$ cat src/verilog/dtc_pkg.sv
// Purpose: shared constants and types for the dual timer/counter
// Assumes: APB byte addresses, 32-bit data, one word per register
// Notes: register offsets and field positions used by dtc_top and the verif files
package dtc_pkg;
	// apb geometry
	localparam int DTC_ADDR_W = 8;
	localparam int DTC_DATA_W = 32;
	// register byte offsets
	localparam logic [7:0] DTC_OFS_CTRL = 8'h00;
	localparam logic [7:0] DTC_OFS_CLKCTRL = 8'h04;
	localparam logic [7:0] DTC_OFS_COUNT0 = 8'h08;
	localparam logic [7:0] DTC_OFS_COUNT1 = 8'h0C;
	localparam logic [7:0] DTC_OFS_STATUS = 8'h10;
	localparam logic [7:0] DTC_OFS_MASK = 8'h14;
	// control register fields
	localparam int DTC_CTRL_W = 8;
	localparam int DTC_RUN0_BIT = 0;
	localparam int DTC_RUN1_BIT = 1;
	localparam int DTC_SRC0_BIT = 2;
	localparam int DTC_SRC1_BIT = 3;
	localparam int DTC_MODE0_LSB = 4;
	localparam int DTC_MODE1_LSB = 6;
	localparam int DTC_MODE_W = 2;
	localparam logic [7:0] DTC_CTRL_RST = 8'h00;
	// clock control register fields
	localparam int DTC_PS_W = 4;
	localparam int DTC_PS0_LSB = 0;
	localparam int DTC_PS1_LSB = 4;
	localparam int DTC_CLKCTRL_W = 8;
	localparam logic [7:0] DTC_CLKCTRL_RST = 8'h00;
	// prescaler stage
	localparam int DTC_PRESC_W = 13;
	// count fields
	localparam int DTC_BYTE_W = 8;
	localparam int DTC_HIGH_LSB = 8;
	localparam int DTC_M0_LOW_W = 5;
	localparam int DTC_M0_W = 13;
	localparam int DTC_M1_W = 16;
	localparam logic [7:0] DTC_COUNT_RST = 8'h00;
	// status and mask fields
	localparam int DTC_STAT_W = 2;
	localparam int DTC_STAT_OVF0 = 0;
	localparam int DTC_STAT_OVF1 = 1;
	localparam logic [1:0] DTC_STAT_RST = 2'h0;
	// operating modes
	typedef enum logic [1:0] {
		MODE_13BIT,
		MODE_16BIT,
		MODE_RELOAD,
		MODE_SPLIT
	} dtc_mode_type;
endpackage

$ cat src/verilog/dtc_prescaler.sv
// Purpose: shared free-running prescaler stage with power-of-two taps
// Assumes: one clock, synchronous active-high reset
// Notes: tick pulses once every 2**sel cycles, sel saturates at width
`timescale 1ns/10ps
module dtc_prescaler #(
	parameter int WIDTH = 13,
	parameter int SEL_W = 4
) (
	// clock and reset
	input wire logic i_clock,
	input wire logic i_reset,
	// tap selects
	input wire logic [SEL_W-1:0] i_sel_zero,
	input wire logic [SEL_W-1:0] i_sel_one,
	// tick enables
	output logic o_tick_zero,
	output logic o_tick_one
);
	logic [WIDTH-1:0] count_ff;
	logic [WIDTH-1:0] mask_zero;
	logic [WIDTH-1:0] mask_one;

	always_ff @(posedge i_clock) begin
		if (i_reset) begin
			count_ff <= '0;
		end else begin
			count_ff <= count_ff + {{(WIDTH-1){1'b0}}, 1'b1};
		end
	end

	// low sel bits all ones marks the tap
	always_comb begin
		for (int i = 0; i < WIDTH; i++) begin
			mask_zero[i] = (i < int'(i_sel_zero));
			mask_one[i] = (i < int'(i_sel_one));
		end
		o_tick_zero = ((count_ff & mask_zero) == mask_zero);
		o_tick_one = ((count_ff & mask_one) == mask_one);
	end
endmodule // dtc_prescaler

$ cat src/verilog/dtc_fall_detect.sv
// Purpose: synchronise a count pin and flag its falling edges
// Assumes: pin is asynchronous to i_clock
// Notes: pulse one cycle after the low level is seen twice synchronised
`timescale 1ns/10ps
module dtc_fall_detect (
	// clock and reset
	input wire logic i_clock,
	input wire logic i_reset,
	// pin
	input wire logic i_pin,
	// falling edge pulse
	output logic o_fall
);
	logic meta_ff;
	logic sync_ff;
	logic prev_ff;
	logic fall_ff;

	// two-flop synchroniser then edge sample
	always_ff @(posedge i_clock) begin
		if (i_reset) begin
			meta_ff <= 1'b1;
			sync_ff <= 1'b1;
			prev_ff <= 1'b1;
			fall_ff <= 1'b0;
		end else begin
			meta_ff <= i_pin;
			sync_ff <= meta_ff;
			prev_ff <= sync_ff;
			fall_ff <= prev_ff & ~sync_ff;
		end
	end

	assign o_fall = fall_ff;
endmodule // dtc_fall_detect

$ cat src/verilog/dtc_top.sv
// Purpose: two timer/counters with four modes behind an APB slave
// Assumes: 100 MHz i_clock, synchronous active-high i_reset
// Notes: count pins are synchronised before use; one wait state per access
//
// Design decisions made here: the register addresses and the APB register port.
`timescale 1ns/10ps
module dtc_top
	import dtc_pkg::*;
(
	// clock and reset
	input wire logic i_clock,
	input wire logic i_reset,
	// apb slave
	input wire logic i_psel,
	input wire logic i_penable,
	input wire logic i_pwrite,
	input wire logic [dtc_pkg::DTC_ADDR_W-1:0] i_paddr,
	input wire logic [dtc_pkg::DTC_DATA_W-1:0] i_pwdata,
	output logic [dtc_pkg::DTC_DATA_W-1:0] o_prdata,
	output logic o_pready,
	output logic o_pslverr,
	// count pins
	input wire logic i_count_input_zero,
	input wire logic i_count_input_one,
	// interrupt
	output logic o_irq
);
	import dtc_pkg::*;

	// registers
	logic [DTC_CTRL_W-1:0] ctrl_ff;
	logic [DTC_CLKCTRL_W-1:0] timer_clock_control_reg_ff;
	logic [DTC_BYTE_W-1:0] low_count_byte_zero_ff;
	logic [DTC_BYTE_W-1:0] high_count_byte_zero_ff;
	logic [DTC_BYTE_W-1:0] low_count_byte_one_ff;
	logic [DTC_BYTE_W-1:0] high_count_byte_one_ff;
	logic [DTC_STAT_W-1:0] status_ff;
	logic [DTC_STAT_W-1:0] mask_ff;
	logic [DTC_DATA_W-1:0] prdata_ff;
	logic pready_ff;
	logic pslverr_ff;
	logic irq_ff;

	// next values
	logic [DTC_BYTE_W-1:0] nxt_low0;
	logic [DTC_BYTE_W-1:0] nxt_high0;
	logic [DTC_BYTE_W-1:0] nxt_low1;
	logic [DTC_BYTE_W-1:0] nxt_high1;
	logic [DTC_DATA_W-1:0] nxt_prdata;
	logic nxt_pslverr;

	// internal
	logic access;
	logic wr_en;
	logic wr_ctrl;
	logic wr_clkctrl;
	logic wr_cnt0;
	logic wr_cnt1;
	logic wr_status;
	logic wr_mask;
	logic presc_tick0;
	logic presc_tick1;
	logic fall0;
	logic fall1;
	logic inc0;
	logic inc1;
	logic inc_split_high;
	logic ovf0;
	logic ovf1;
	logic ovf_split_high;
	logic [DTC_STAT_W-1:0] set_flags;
	logic [DTC_M0_W-1:0] sum13_0;
	logic [DTC_M0_W-1:0] sum13_1;
	logic [DTC_M1_W-1:0] sum16_0;
	logic [DTC_M1_W-1:0] sum16_1;
	dtc_mode_type mode0;
	dtc_mode_type mode1;

	// control field decode
	assign mode0 = dtc_mode_type'(ctrl_ff[DTC_MODE0_LSB +: DTC_MODE_W]);
	assign mode1 = dtc_mode_type'(ctrl_ff[DTC_MODE1_LSB +: DTC_MODE_W]);

	// shared prescaler stage
	dtc_prescaler #(
		.WIDTH(DTC_PRESC_W),
		.SEL_W(DTC_PS_W)
	) u_prescaler (
		.i_clock(i_clock),
		.i_reset(i_reset),
		.i_sel_zero(timer_clock_control_reg_ff[DTC_PS0_LSB +: DTC_PS_W]),
		.i_sel_one(timer_clock_control_reg_ff[DTC_PS1_LSB +: DTC_PS_W]),
		.o_tick_zero(presc_tick0),
		.o_tick_one(presc_tick1)
	);

	// count pin edge detectors
	dtc_fall_detect u_fall_zero (
		.i_clock(i_clock),
		.i_reset(i_reset),
		.i_pin(i_count_input_zero),
		.o_fall(fall0)
	);

	dtc_fall_detect u_fall_one (
		.i_clock(i_clock),
		.i_reset(i_reset),
		.i_pin(i_count_input_one),
		.o_fall(fall1)
	);

	// source select per channel
	always_comb begin
		if (ctrl_ff[DTC_SRC0_BIT]) begin
			inc0 = ctrl_ff[DTC_RUN0_BIT] & fall0;
		end else begin
			inc0 = ctrl_ff[DTC_RUN0_BIT] & presc_tick0;
		end
		if (ctrl_ff[DTC_SRC1_BIT]) begin
			inc1 = ctrl_ff[DTC_RUN1_BIT] & fall1;
		end else begin
			inc1 = ctrl_ff[DTC_RUN1_BIT] & presc_tick1;
		end
		// split high byte is a pure timer gated by channel one run
		inc_split_high = ctrl_ff[DTC_RUN1_BIT] & presc_tick0;
	end

	// apb decode
	assign access = i_psel & i_penable;
	assign wr_en = access & i_pwrite & pready_ff;
	assign wr_ctrl = wr_en & (i_paddr == DTC_OFS_CTRL);
	assign wr_clkctrl = wr_en & (i_paddr == DTC_OFS_CLKCTRL);
	assign wr_cnt0 = wr_en & (i_paddr == DTC_OFS_COUNT0);
	assign wr_cnt1 = wr_en & (i_paddr == DTC_OFS_COUNT1);
	assign wr_status = wr_en & (i_paddr == DTC_OFS_STATUS);
	assign wr_mask = wr_en & (i_paddr == DTC_OFS_MASK);

	// channel zero counting
	always_comb begin
		nxt_low0 = low_count_byte_zero_ff;
		nxt_high0 = high_count_byte_zero_ff;
		ovf0 = 1'b0;
		ovf_split_high = 1'b0;
		sum13_0 = {high_count_byte_zero_ff, low_count_byte_zero_ff[DTC_M0_LOW_W-1:0]} +
			{{(DTC_M0_W-1){1'b0}}, 1'b1};
		sum16_0 = {high_count_byte_zero_ff, low_count_byte_zero_ff} +
			{{(DTC_M1_W-1){1'b0}}, 1'b1};
		if (wr_cnt0) begin
			nxt_low0 = i_pwdata[DTC_BYTE_W-1:0];
			nxt_high0 = i_pwdata[DTC_HIGH_LSB +: DTC_BYTE_W];
		end else begin
			case (mode0)
				MODE_13BIT: begin
					if (inc0) begin
						nxt_low0[DTC_M0_LOW_W-1:0] = sum13_0[DTC_M0_LOW_W-1:0];
						nxt_high0 = sum13_0[DTC_M0_W-1:DTC_M0_LOW_W];
						ovf0 = &{high_count_byte_zero_ff,
							low_count_byte_zero_ff[DTC_M0_LOW_W-1:0]};
					end
				end
				MODE_16BIT: begin
					if (inc0) begin
						{nxt_high0, nxt_low0} = sum16_0;
						ovf0 = &{high_count_byte_zero_ff, low_count_byte_zero_ff};
					end
				end
				MODE_RELOAD: begin
					if (inc0) begin
						if (&low_count_byte_zero_ff) begin
							nxt_low0 = high_count_byte_zero_ff;
							ovf0 = 1'b1;
						end else begin
							nxt_low0 = low_count_byte_zero_ff + 8'h01;
						end
					end
				end
				MODE_SPLIT: begin
					if (inc0) begin
						nxt_low0 = low_count_byte_zero_ff + 8'h01;
						ovf0 = &low_count_byte_zero_ff;
					end
					if (inc_split_high) begin
						nxt_high0 = high_count_byte_zero_ff + 8'h01;
						ovf_split_high = &high_count_byte_zero_ff;
					end
				end
				default: begin
					nxt_low0 = low_count_byte_zero_ff;
				end
			endcase
		end
	end

	// channel one counting, same modes, halted in split mode
	always_comb begin
		nxt_low1 = low_count_byte_one_ff;
		nxt_high1 = high_count_byte_one_ff;
		ovf1 = 1'b0;
		sum13_1 = {high_count_byte_one_ff, low_count_byte_one_ff[DTC_M0_LOW_W-1:0]} +
			{{(DTC_M0_W-1){1'b0}}, 1'b1};
		sum16_1 = {high_count_byte_one_ff, low_count_byte_one_ff} +
			{{(DTC_M1_W-1){1'b0}}, 1'b1};
		if (wr_cnt1) begin
			nxt_low1 = i_pwdata[DTC_BYTE_W-1:0];
			nxt_high1 = i_pwdata[DTC_HIGH_LSB +: DTC_BYTE_W];
		end else begin
			case (mode1)
				MODE_13BIT: begin
					if (inc1) begin
						nxt_low1[DTC_M0_LOW_W-1:0] = sum13_1[DTC_M0_LOW_W-1:0];
						nxt_high1 = sum13_1[DTC_M0_W-1:DTC_M0_LOW_W];
						ovf1 = &{high_count_byte_one_ff,
							low_count_byte_one_ff[DTC_M0_LOW_W-1:0]};
					end
				end
				MODE_16BIT: begin
					if (inc1) begin
						{nxt_high1, nxt_low1} = sum16_1;
						ovf1 = &{high_count_byte_one_ff, low_count_byte_one_ff};
					end
				end
				MODE_RELOAD: begin
					if (inc1) begin
						if (&low_count_byte_one_ff) begin
							nxt_low1 = high_count_byte_one_ff;
							ovf1 = 1'b1;
						end else begin
							nxt_low1 = low_count_byte_one_ff + 8'h01;
						end
					end
				end
				MODE_SPLIT: begin
					nxt_low1 = low_count_byte_one_ff;
				end
				default: begin
					nxt_low1 = low_count_byte_one_ff;
				end
			endcase
		end
	end

	// flag sources; split mode hands channel one's flag to the high byte
	always_comb begin
		set_flags = '0;
		set_flags[DTC_STAT_OVF0] = ovf0;
		if (mode0 == MODE_SPLIT) begin
			set_flags[DTC_STAT_OVF1] = ovf_split_high;
		end else begin
			set_flags[DTC_STAT_OVF1] = ovf1;
		end
	end

	// count registers
	always_ff @(posedge i_clock) begin
		if (i_reset) begin
			low_count_byte_zero_ff <= DTC_COUNT_RST;
			high_count_byte_zero_ff <= DTC_COUNT_RST;
			low_count_byte_one_ff <= DTC_COUNT_RST;
			high_count_byte_one_ff <= DTC_COUNT_RST;
		end else begin
			low_count_byte_zero_ff <= nxt_low0;
			high_count_byte_zero_ff <= nxt_high0;
			low_count_byte_one_ff <= nxt_low1;
			high_count_byte_one_ff <= nxt_high1;
		end
	end

	// control registers
	always_ff @(posedge i_clock) begin
		if (i_reset) begin
			ctrl_ff <= DTC_CTRL_RST;
			timer_clock_control_reg_ff <= DTC_CLKCTRL_RST;
			mask_ff <= DTC_STAT_RST;
		end else begin
			if (wr_ctrl) begin
				ctrl_ff <= i_pwdata[DTC_CTRL_W-1:0];
			end
			if (wr_clkctrl) begin
				timer_clock_control_reg_ff <= i_pwdata[DTC_CLKCTRL_W-1:0];
			end
			if (wr_mask) begin
				mask_ff <= i_pwdata[DTC_STAT_W-1:0];
			end
		end
	end

	// sticky flags, write one to clear, set wins
	always_ff @(posedge i_clock) begin
		if (i_reset) begin
			status_ff <= DTC_STAT_RST;
		end else if (wr_status) begin
			status_ff <= (status_ff & ~i_pwdata[DTC_STAT_W-1:0]) | set_flags;
		end else begin
			status_ff <= status_ff | set_flags;
		end
	end

	// interrupt level
	always_ff @(posedge i_clock) begin
		if (i_reset) begin
			irq_ff <= 1'b0;
		end else begin
			irq_ff <= |(status_ff & mask_ff);
		end
	end

	// read mux
	always_comb begin
		nxt_prdata = '0;
		nxt_pslverr = 1'b0;
		case (i_paddr)
			DTC_OFS_CTRL: begin
				nxt_prdata[DTC_CTRL_W-1:0] = ctrl_ff;
			end
			DTC_OFS_CLKCTRL: begin
				nxt_prdata[DTC_CLKCTRL_W-1:0] = timer_clock_control_reg_ff;
			end
			DTC_OFS_COUNT0: begin
				nxt_prdata[DTC_M1_W-1:0] = {high_count_byte_zero_ff, low_count_byte_zero_ff};
			end
			DTC_OFS_COUNT1: begin
				nxt_prdata[DTC_M1_W-1:0] = {high_count_byte_one_ff, low_count_byte_one_ff};
			end
			DTC_OFS_STATUS: begin
				nxt_prdata[DTC_STAT_W-1:0] = status_ff;
			end
			DTC_OFS_MASK: begin
				nxt_prdata[DTC_STAT_W-1:0] = mask_ff;
			end
			default: begin
				nxt_pslverr = 1'b1;
			end
		endcase
	end

	// apb answer, one wait state
	always_ff @(posedge i_clock) begin
		if (i_reset) begin
			pready_ff <= 1'b0;
			pslverr_ff <= 1'b0;
			prdata_ff <= '0;
		end else begin
			pready_ff <= access & ~pready_ff;
			if (access & ~pready_ff) begin
				pslverr_ff <= nxt_pslverr;
				prdata_ff <= i_pwrite ? '0 : nxt_prdata;
			end else begin
				pslverr_ff <= 1'b0;
				prdata_ff <= '0;
			end
		end
	end

	assign o_prdata = prdata_ff;
	assign o_pready = pready_ff;
	assign o_pslverr = pslverr_ff;
	assign o_irq = irq_ff;
endmodule // dtc_top

$ cat config.mk
export PLATFORM = sky130hd
export DESIGN_NAME = dtc_top
export DESIGN_NICKNAME = d
export VERILOG_FILES = /design/src/verilog/dtc_pkg.sv /design/src/verilog/dtc_prescaler.sv /design/src/verilog/dtc_fall_detect.sv /design/src/verilog/dtc_top.sv
export SDC_FILE = /design/constraint.sdc
export NUM_CORES = 1
export LEC_CHECK = 0
export BUFFER_PORTS_ARGS = -buffer_cell sky130_fd_sc_hd__buf_2
export CELL_PAD_IN_SITES_DETAIL_PLACEMENT = 0
export CELL_PAD_IN_SITES_GLOBAL_PLACEMENT = 1
export CORE_ASPECT_RATIO = 0.7
export CORE_UTILIZATION = 42
export CTS_CLUSTER_DIAMETER = 30
export DETAILED_ROUTE_END_ITERATION = 8
export GPL_ROUTABILITY_DRIVEN = 0
export PLACE_DENSITY = 0.84
export SLEW_MARGIN = 20
export SYNTH_ARGS = -nofsm -noshare
export SYNTH_HDL_FRONTEND = slang
export SYNTH_HIERARCHICAL = 1
export SYNTH_SLANG_ARGS = --single-unit
export TNS_END_PERCENT = 1
$ cat constraint.sdc
create_clock -name i_clock -period 3.1 [get_ports i_clock]
set_input_delay 0.31 -clock i_clock [delete_from_list [all_inputs] [get_ports i_clock]]
set_output_delay 0.31 -clock i_clock [all_outputs]
set_load 0.01 [all_outputs]
==> results of run 1 <==
==> metal layers <==
layer,wire (microns),up-vias,share of wire
met5,0,-,0
met4,146,0,0.0097
met3,1260,13,0.083
met2,6110,208,0.41
met1,7560,2446,0.50
li1,-,2395,-
==> per-stage QoR <==
stage,total power [mW],util,cells,instance area (sq um)
after detailed placement,1.32,0.466,834,5590
after global placement,1.32,0.466,834,5590
final,2.34,0.489,850,5870
after floorplan,1.28,-,671,5360
after global routing,2.42,0.489,850,5870
after CTS,2.35,0.489,850,5870
==> worst max-delay path, cell delays in order, from the launching register on <==
cell and delay (ns):
dfxtp_1 0.38, nor2b_1 0.16, o21ai_0 0.14, nand2_1 0.10
nor4_1 0.29, o22a_1 0.23, mux2i_1 0.08, nand2b_1 0.35
or4_1 0.62, xor2_1 0.17, a211oi_2 0.21
==> flip-flops by register name, indices dropped and copies added (netlist names), 2 cells and up <==
signal,count
ctrl_ff,8
high_count_byte_one_ff,8
high_count_byte_zero_ff,8
low_count_byte_one_ff,8
low_count_byte_zero_ff,8
mask_ff,2
o_prdata,16
status_ff,2
timer_clock_control_reg_ff,8
u_prescaler/count_ff,13
==> cells in the final DEF, fill, tap and decap left out, types with 3 or more instances in the layout <==
cell | netlist | routed
mux2_2 | 3 | 3
o21ai_0 | 23 | 23
a211oi_1 | 13 | 13
and3_1 | 11 | 11
mux2i_1 | 22 | 22
inv_1 | 16 | 16
nor3_1 | 7 | 7
nand4_1 | 9 | 9
nor2_1 | 102 | 102
nand3b_1 | 4 | 4
conb_1 | 1 | 16
o41ai_1 | 3 | 3
xor2_1 | 9 | 9
clkbuf_16 | 0 | 9
a22oi_1 | 14 | 14
nor3b_1 | 6 | 6
buf_2 | 6 | 49
and4_1 | 5 | 5
buf_4 | 19 | 10
a21oi_1 | 41 | 41
o31ai_1 | 3 | 3
xnor2_1 | 15 | 15
nor2b_1 | 4 | 4
nand3_1 | 35 | 35
a31oi_1 | 3 | 3
nand2b_1 | 6 | 6
o211ai_1 | 8 | 8
a221oi_1 | 11 | 11
ha_1 | 14 | 14
a21boi_0 | 4 | 4
o22a_1 | 3 | 3
dfxtp_1 | 92 | 92
nand2_1 | 52 | 52
or2_1 | 6 | 6
or3_1 | 10 | 10
clkinvlp_4 | 0 | 3
==> worst max path at each step <==
stage,slack (ns),depth (start not counted),endpoint,start
2_1_floorplan,0.59,9,high_count_byte_one_ff[5],timer_clock_control_reg_ff[6]
3_3_place_gp,0.39,10,high_count_byte_one_ff[5],timer_clock_control_reg_ff[4]
3_5_place_dp,0.34,8,high_count_byte_one_ff[5],timer_clock_control_reg_ff[6]
4_1_cts,0.32,8,high_count_byte_one_ff[5],timer_clock_control_reg_ff[6]
5_1_grt,0.12,11,low_count_byte_one_ff[0],timer_clock_control_reg_ff[4]
6_report,0.29,10,high_count_byte_one_ff[5],timer_clock_control_reg_ff[4]
==> where the power goes <==
part,switching [mW],internal (mW)
Combinational,0.0678,0.0281
Clock,0.485,0.568
Sequential,0.00659,1.19
Total,0.559,1.79
==> cells by family (layout without fill, tap and decap cells) <==
family                   count (synthesis)  after routing
adder cells (fa/ha/maj)                 14             14
AO/OA/AOI/OAI                          152            152
buffers and inverters                   69             91
flip-flops                              92             92
multiplexers                            27             27
other                                    1             16
AND/OR/NAND/NOR                        277            277
XOR/XNOR                                24             24
==> final cells by class <==
cell class	count	area, sq um	area share
repair buffers	59	320	0.0545
clock buffers	11	243	0.0413
flip-flops and latches	92	1840	0.314
clock inverters	5	36.3	0.00618
well taps	157	196	0.0334
multi-input cells	510	3180	0.541
inverters	16	60.1	0.0102
==> metrics.txt, run 1 <==
outcome=finished, final reports clean; busiest grt layer=met1; diodes inserted=0; die footprint=between 10,000 and 15,000 sq um; initial antenna violation count=0; post-route ant nets=0; Async S/R FF share, synth=0; deepest clock path buffer count=2; Synth Register Bits=between 90 and 100; fraction of layout cells with a size suffix above 1=0.141; compound-cell area share of the yosys netlist=0.200; Tcrit/Tclk final=0.906; Via Count=just over 5,000; LEAKAGE=approximately 2.1 nW; Final nets=around 750; post-detail-place hpwl=11,100 microns; die span in x=between 100 and 150 microns; CTS buffer count=9; TritonRoute pass-1 iters=5; Post-CTS Repair Setup Buffers=0; max_slew headroom=0.452; post-synthesis cell area=approximately 5300 sq um; number of enable flip-flop cells after synthesis=0; reg2reg start=timer_clock_control_reg_ff[4]; Crit. End Element=flip-flop; number of warnings issued by yosys=6; Die Y=between 90 and 100 microns; Mapped Avg Cell Area=around 8 sq um; Sink Count=roughly 90; final setup TNS=0 ns; mux cell area share after synthesis=0.0564; met3 global-route usage=0.0448; Post-Synth Simple-Gate Area=0.259; IO Count=82; slew at the pin with the worst max-slew slack=roughly 0.82 ns; Core Box Area=between 10,000 and 15,000 sq um; setup slack after layout=between 0.2 and 0.3 ns; drt drc=0; min-delay src=i_count_input_one; Reg2Reg Depth=10; first-pass GRT wire length=23,700 microns; detail-routed via count per cell=5.96; post-layout minimum cycle time=around 2.8 ns; P&R area growth vs syn=10.8%; PD cells=roughly 400 nW/um^2; Arr. time, crit path=3.07 ns; Fillers=between 1,000 and 1,500; Hold WC Path Type=in2reg; Root Driver=clkbuf_16; Synth cell types=70; WL/cell=~18 microns; Initial Util=0.441; CTS H-tree lvls=3; Synth Area in XOR/XNOR=0.0397; leading area contributor after synthesis=dfxtp_1; critical path class=reg2reg; Max Transition Viols Final=0; post-CTS sizing=0; Synth Instances=656; met2 Use GR=0.341; met1 Use GR=0.358; sink of the worst hold path=u_fall_one/meta_ff; RSZ-0062 raised after global routing=false; Finish-stage setup viols=0; Reg clk slew, reported paths=0.06 ns; CTS tree=done; Hold WS=0.135 ns; top cells by count, synth=102 x nor2_1, 92 x dfxtp_1, 52 x nand2_1; clk_lat worst skew=0.35 ns; CP Max Fanout=10; Final Hold Vio Count=0; GR Overflow Total=0; pre-CTS WS=0.342 ns; most common cell in the netlist=nor2_1; Adder-Cell Fraction of Synth Area=0.0331; clk_skew=~0.0097 ns; Seq/Total Area, Yosys=0.348; IO Port Bufs=between 40 and 50; Synth area leaders=dfxtp_1 35%, nor2_1 7.2%, mux2i_1 4.2%, a21oi_1 3.9%, nand2_1 3.7%; pin count of the biggest net entering global routing=slightly below 80; All-Layer GR Usage=0.237; DRT iter0 DRCs=just under 600; ys flop type=dfxtp_1; Detailed Route WL=between 15,000 and 20,000 microns; CP Launch Type=flip-flop; Reg2Reg Capture Point=high_count_byte_one_ff[5]; hold depth=2; r2r setup slk=roughly 0.29 ns; vias in the first global route=roughly 4,500; Cell Rows=33; Req. time, crit path=around 3.4 ns; max cap viols=0; Fmax achieved=0.356 GHz; CTS Hold Buffers Added=0; peak supply drop=around 0.00027 V; share of the synthesized area in the top cell type=0.348; combinational family with the most area after synthesis=simple AND/OR/NAND/NOR gates
Note: power is estimated with default switching activity, not from simulation.
==> run 2: changes to the inputs <==
- BUFFER_PORTS_ARGS: -buffer_cell sky130_fd_sc_hd__buf_2 -> not set
- CORE_ASPECT_RATIO: 0.7 -> not set
- CORE_UTILIZATION: 42 -> 47
- DONT_BUFFER_PORTS: not set -> 1
- PLACE_DENSITY: 0.84 -> 0.83
==> run 2 against run 1 <==
Clock skew up 0.0012 ns. Sequential share of layout area rose by 1.2 points. First-iteration DRC count shrank 24%. Register-to-register slack worse by 0.04 ns. Total power grew 5.2%. Maximum frequency is 1.4% lower. Combinational power decreased by 65%. Setup slack lost 0.041 ns. Die area is 11% lower. Critical endpoint is now high_count_byte_zero_ff[6]. Largest cell class unchanged.
==> metrics.txt, run 2 (same netlist as run 1, synthesis figures left out) <==
Hold WC Path Type=in2reg; post-CTS sizing=0; sequential power share=0.485; TritonRoute pass-1 iters=5; LEAKAGE=roughly 2 nW; CTS tree=done; Tcrit/Tclk final=0.920; cell mode on critical path=nand2_1; Crit. Startpoint=timer_clock_control_reg_ff[2]; Crit. End Element=flip-flop; Sink Count=92; outcome=finished, final reports clean; commonest non-fill, non-tap cell in the layout=nor2_1; Reg2Reg Depth=10; deepest clock path buffer count=2; Initial Util=0.485; slowest CP cell=a2111oi_0; drt drc=0; CTS Hold Buffers Added=0; WL met1=between 6000 and 7000 microns; Reg2Reg Capture Point=high_count_byte_zero_ff[6]; CP Max Fanout=10; RSZ-0062 raised after global routing=false; die span in x=roughly 110 microns; Hold WS=roughly 0.020 ns; PD cells=437 nW/um^2; internal cell power=between 1.5 and 2 mW; DRT iter0 DRCs=441; CP peak stage delay=0.58 ns; detail-routed via count per cell=~6.0; worst path cell trace=or3b_2 > a21oi_1 > o22a_1 > nand2_1 > a22o_1 > a2111oi_0 > buf_4 > nand3_1 > nand2_1 > a311oi_1; first-pass GRT wire length=about 23,000 microns; Highest Signal Layer=met4; CP Launch Type=flip-flop; CP bufs+invs=1; post-route ant nets=0; clk_lat worst skew=about 0.36 ns; r2r setup slk=~0.25 ns; sw power=~540 uW; max reg flops=16; metal3 WL=around 770 microns; IO Count=82; Max Transition Viols Final=0; CTS H-tree lvls=3; Die Y=108 microns; CTS buffer count=9; Finish-stage setup viols=0; Cell Rows=38; final setup TNS=0 ns; Reg clk slew, reported paths=roughly 0.070 ns; most frequent cells in the layout=102 x nor2_1, 92 x dfxtp_1, 52 x nand2_1; peak supply drop=between 0.0003 and 0.0004 V; Fmax achieved=0.351 GHz; post-layout minimum cycle time=roughly 2.9 ns; switching part of the total=0.220; P&R area growth vs syn=6.64%; Worst path top cell family by delay=compound AO/OA/AOI/OAI gates; WL/cell=between 15 and 20 microns; vias in the first global route=4,353; reg2reg start=timer_clock_control_reg_ff[2]; number of stages on the worst setup path=10; Arr. time, crit path=between 3 and 4 ns; fin util=0.517; max_slew headroom=0.576; initial antenna violation count=0; setup slack after layout=approximately 0.25 ns; Root Driver=clkbuf_16; Detailed Route WL=approximately 14,000 microns; IO Port Bufs=0; max cap viols=0; Final nets=approximately 700; clk_skew=0.0108 ns; All-Layer GR Usage=0.254; Worst Setup EP=high_count_byte_zero_ff[6]; diodes inserted=0; Core Box Area=10,900 sq um; Via Count=between 4,000 and 5,000; slew at the pin with the worst max-slew slack=between 0.6 and 0.7 ns; Fillers=about 1,100; Final Hold Vio Count=0; power share of the combinational group=0.013; Met2 Wirelength=6850 microns; Post-CTS Repair Setup Buffers=0; critical path class=reg2reg; post-detail-place hpwl=10,300 microns; fraction of layout cells with a size suffix above 1=0.0762; die footprint=between 10,000 and 15,000 sq um; Clock Power Share=0.502; pre-CTS WS=just over 0.3 ns; GR Overflow Total=0; Req. time, crit path=3.31 ns; pin count of the biggest net entering global routing=80
-- run 2: per-layer routing --
metal,global-route usage,up-vias
met5,0,-
met4,0.118,0
met3,0.0464,26
met2,0.424,150
met1,0.315,2249
li1,-,2297
-- run 2: worst min-delay path by stage --
stage | from | end | slack (ns) | depth (start not counted)
2_1_floorplan | i_reset | u_prescaler/count_ff[6] | 0.38 | 1
3_3_place_gp | i_reset | u_prescaler/count_ff[0] | 0.39 | 1
3_5_place_dp | i_reset | u_prescaler/count_ff[0] | 0.39 | 1
4_1_cts | i_reset | u_prescaler/count_ff[0] | 0.01 | 1
5_1_grt | i_reset | u_prescaler/count_ff[0] | 0.01 | 1
6_report | i_reset | u_prescaler/count_ff[0] | 0.02 | 1
-- run 2: area by class of cell --
class / instances / area [sq um] / area share
clock inverters: 7 / 105 / 0.0186
well taps: 140 / 175 / 0.0310
flip-flops and latches: 92 / 1840 / 0.326
inverters: 16 / 60.1 / 0.0106
clock buffers: 9 / 225 / 0.0399
multi-input cells: 510 / 3180 / 0.562
repair buffers: 9 / 67.6 / 0.0120
-- run 2: per-stage QoR --
step | std cells | instance area (sq um) | total power, mW
detailed placement | 767 | 5320 | 1.26
floorplan | 671 | 5360 | 1.28
CTS | 783 | 5650 | 2.49
global route | 783 | 5650 | 2.54
finish | 783 | 5650 | 2.47
global placement | 767 | 5320 | 1.26
-- run 2: worst register-to-register path: cells and delay by family (launching register included) --
family | cells | cell delay (ns)
AO/OA/AOI/OAI | 5 | 1.26
buffers and inverters | 1 | 0.23
flip-flops | 1 | 0.48
AND/OR/NAND/NOR | 4 | 0.74
-- run 2: power groups by stage --
stage	clock network (mW)	registers [mW]	logic, mW
2_1_floorplan	0	1.22	0.0592
3_3_place_gp	0	1.22	0.0323
3_5_place_dp	0	1.22	0.0329
4_1_cts	1.26	1.20	0.0329
5_1_grt	1.31	1.20	0.0375
6_report	1.24	1.20	0.0333
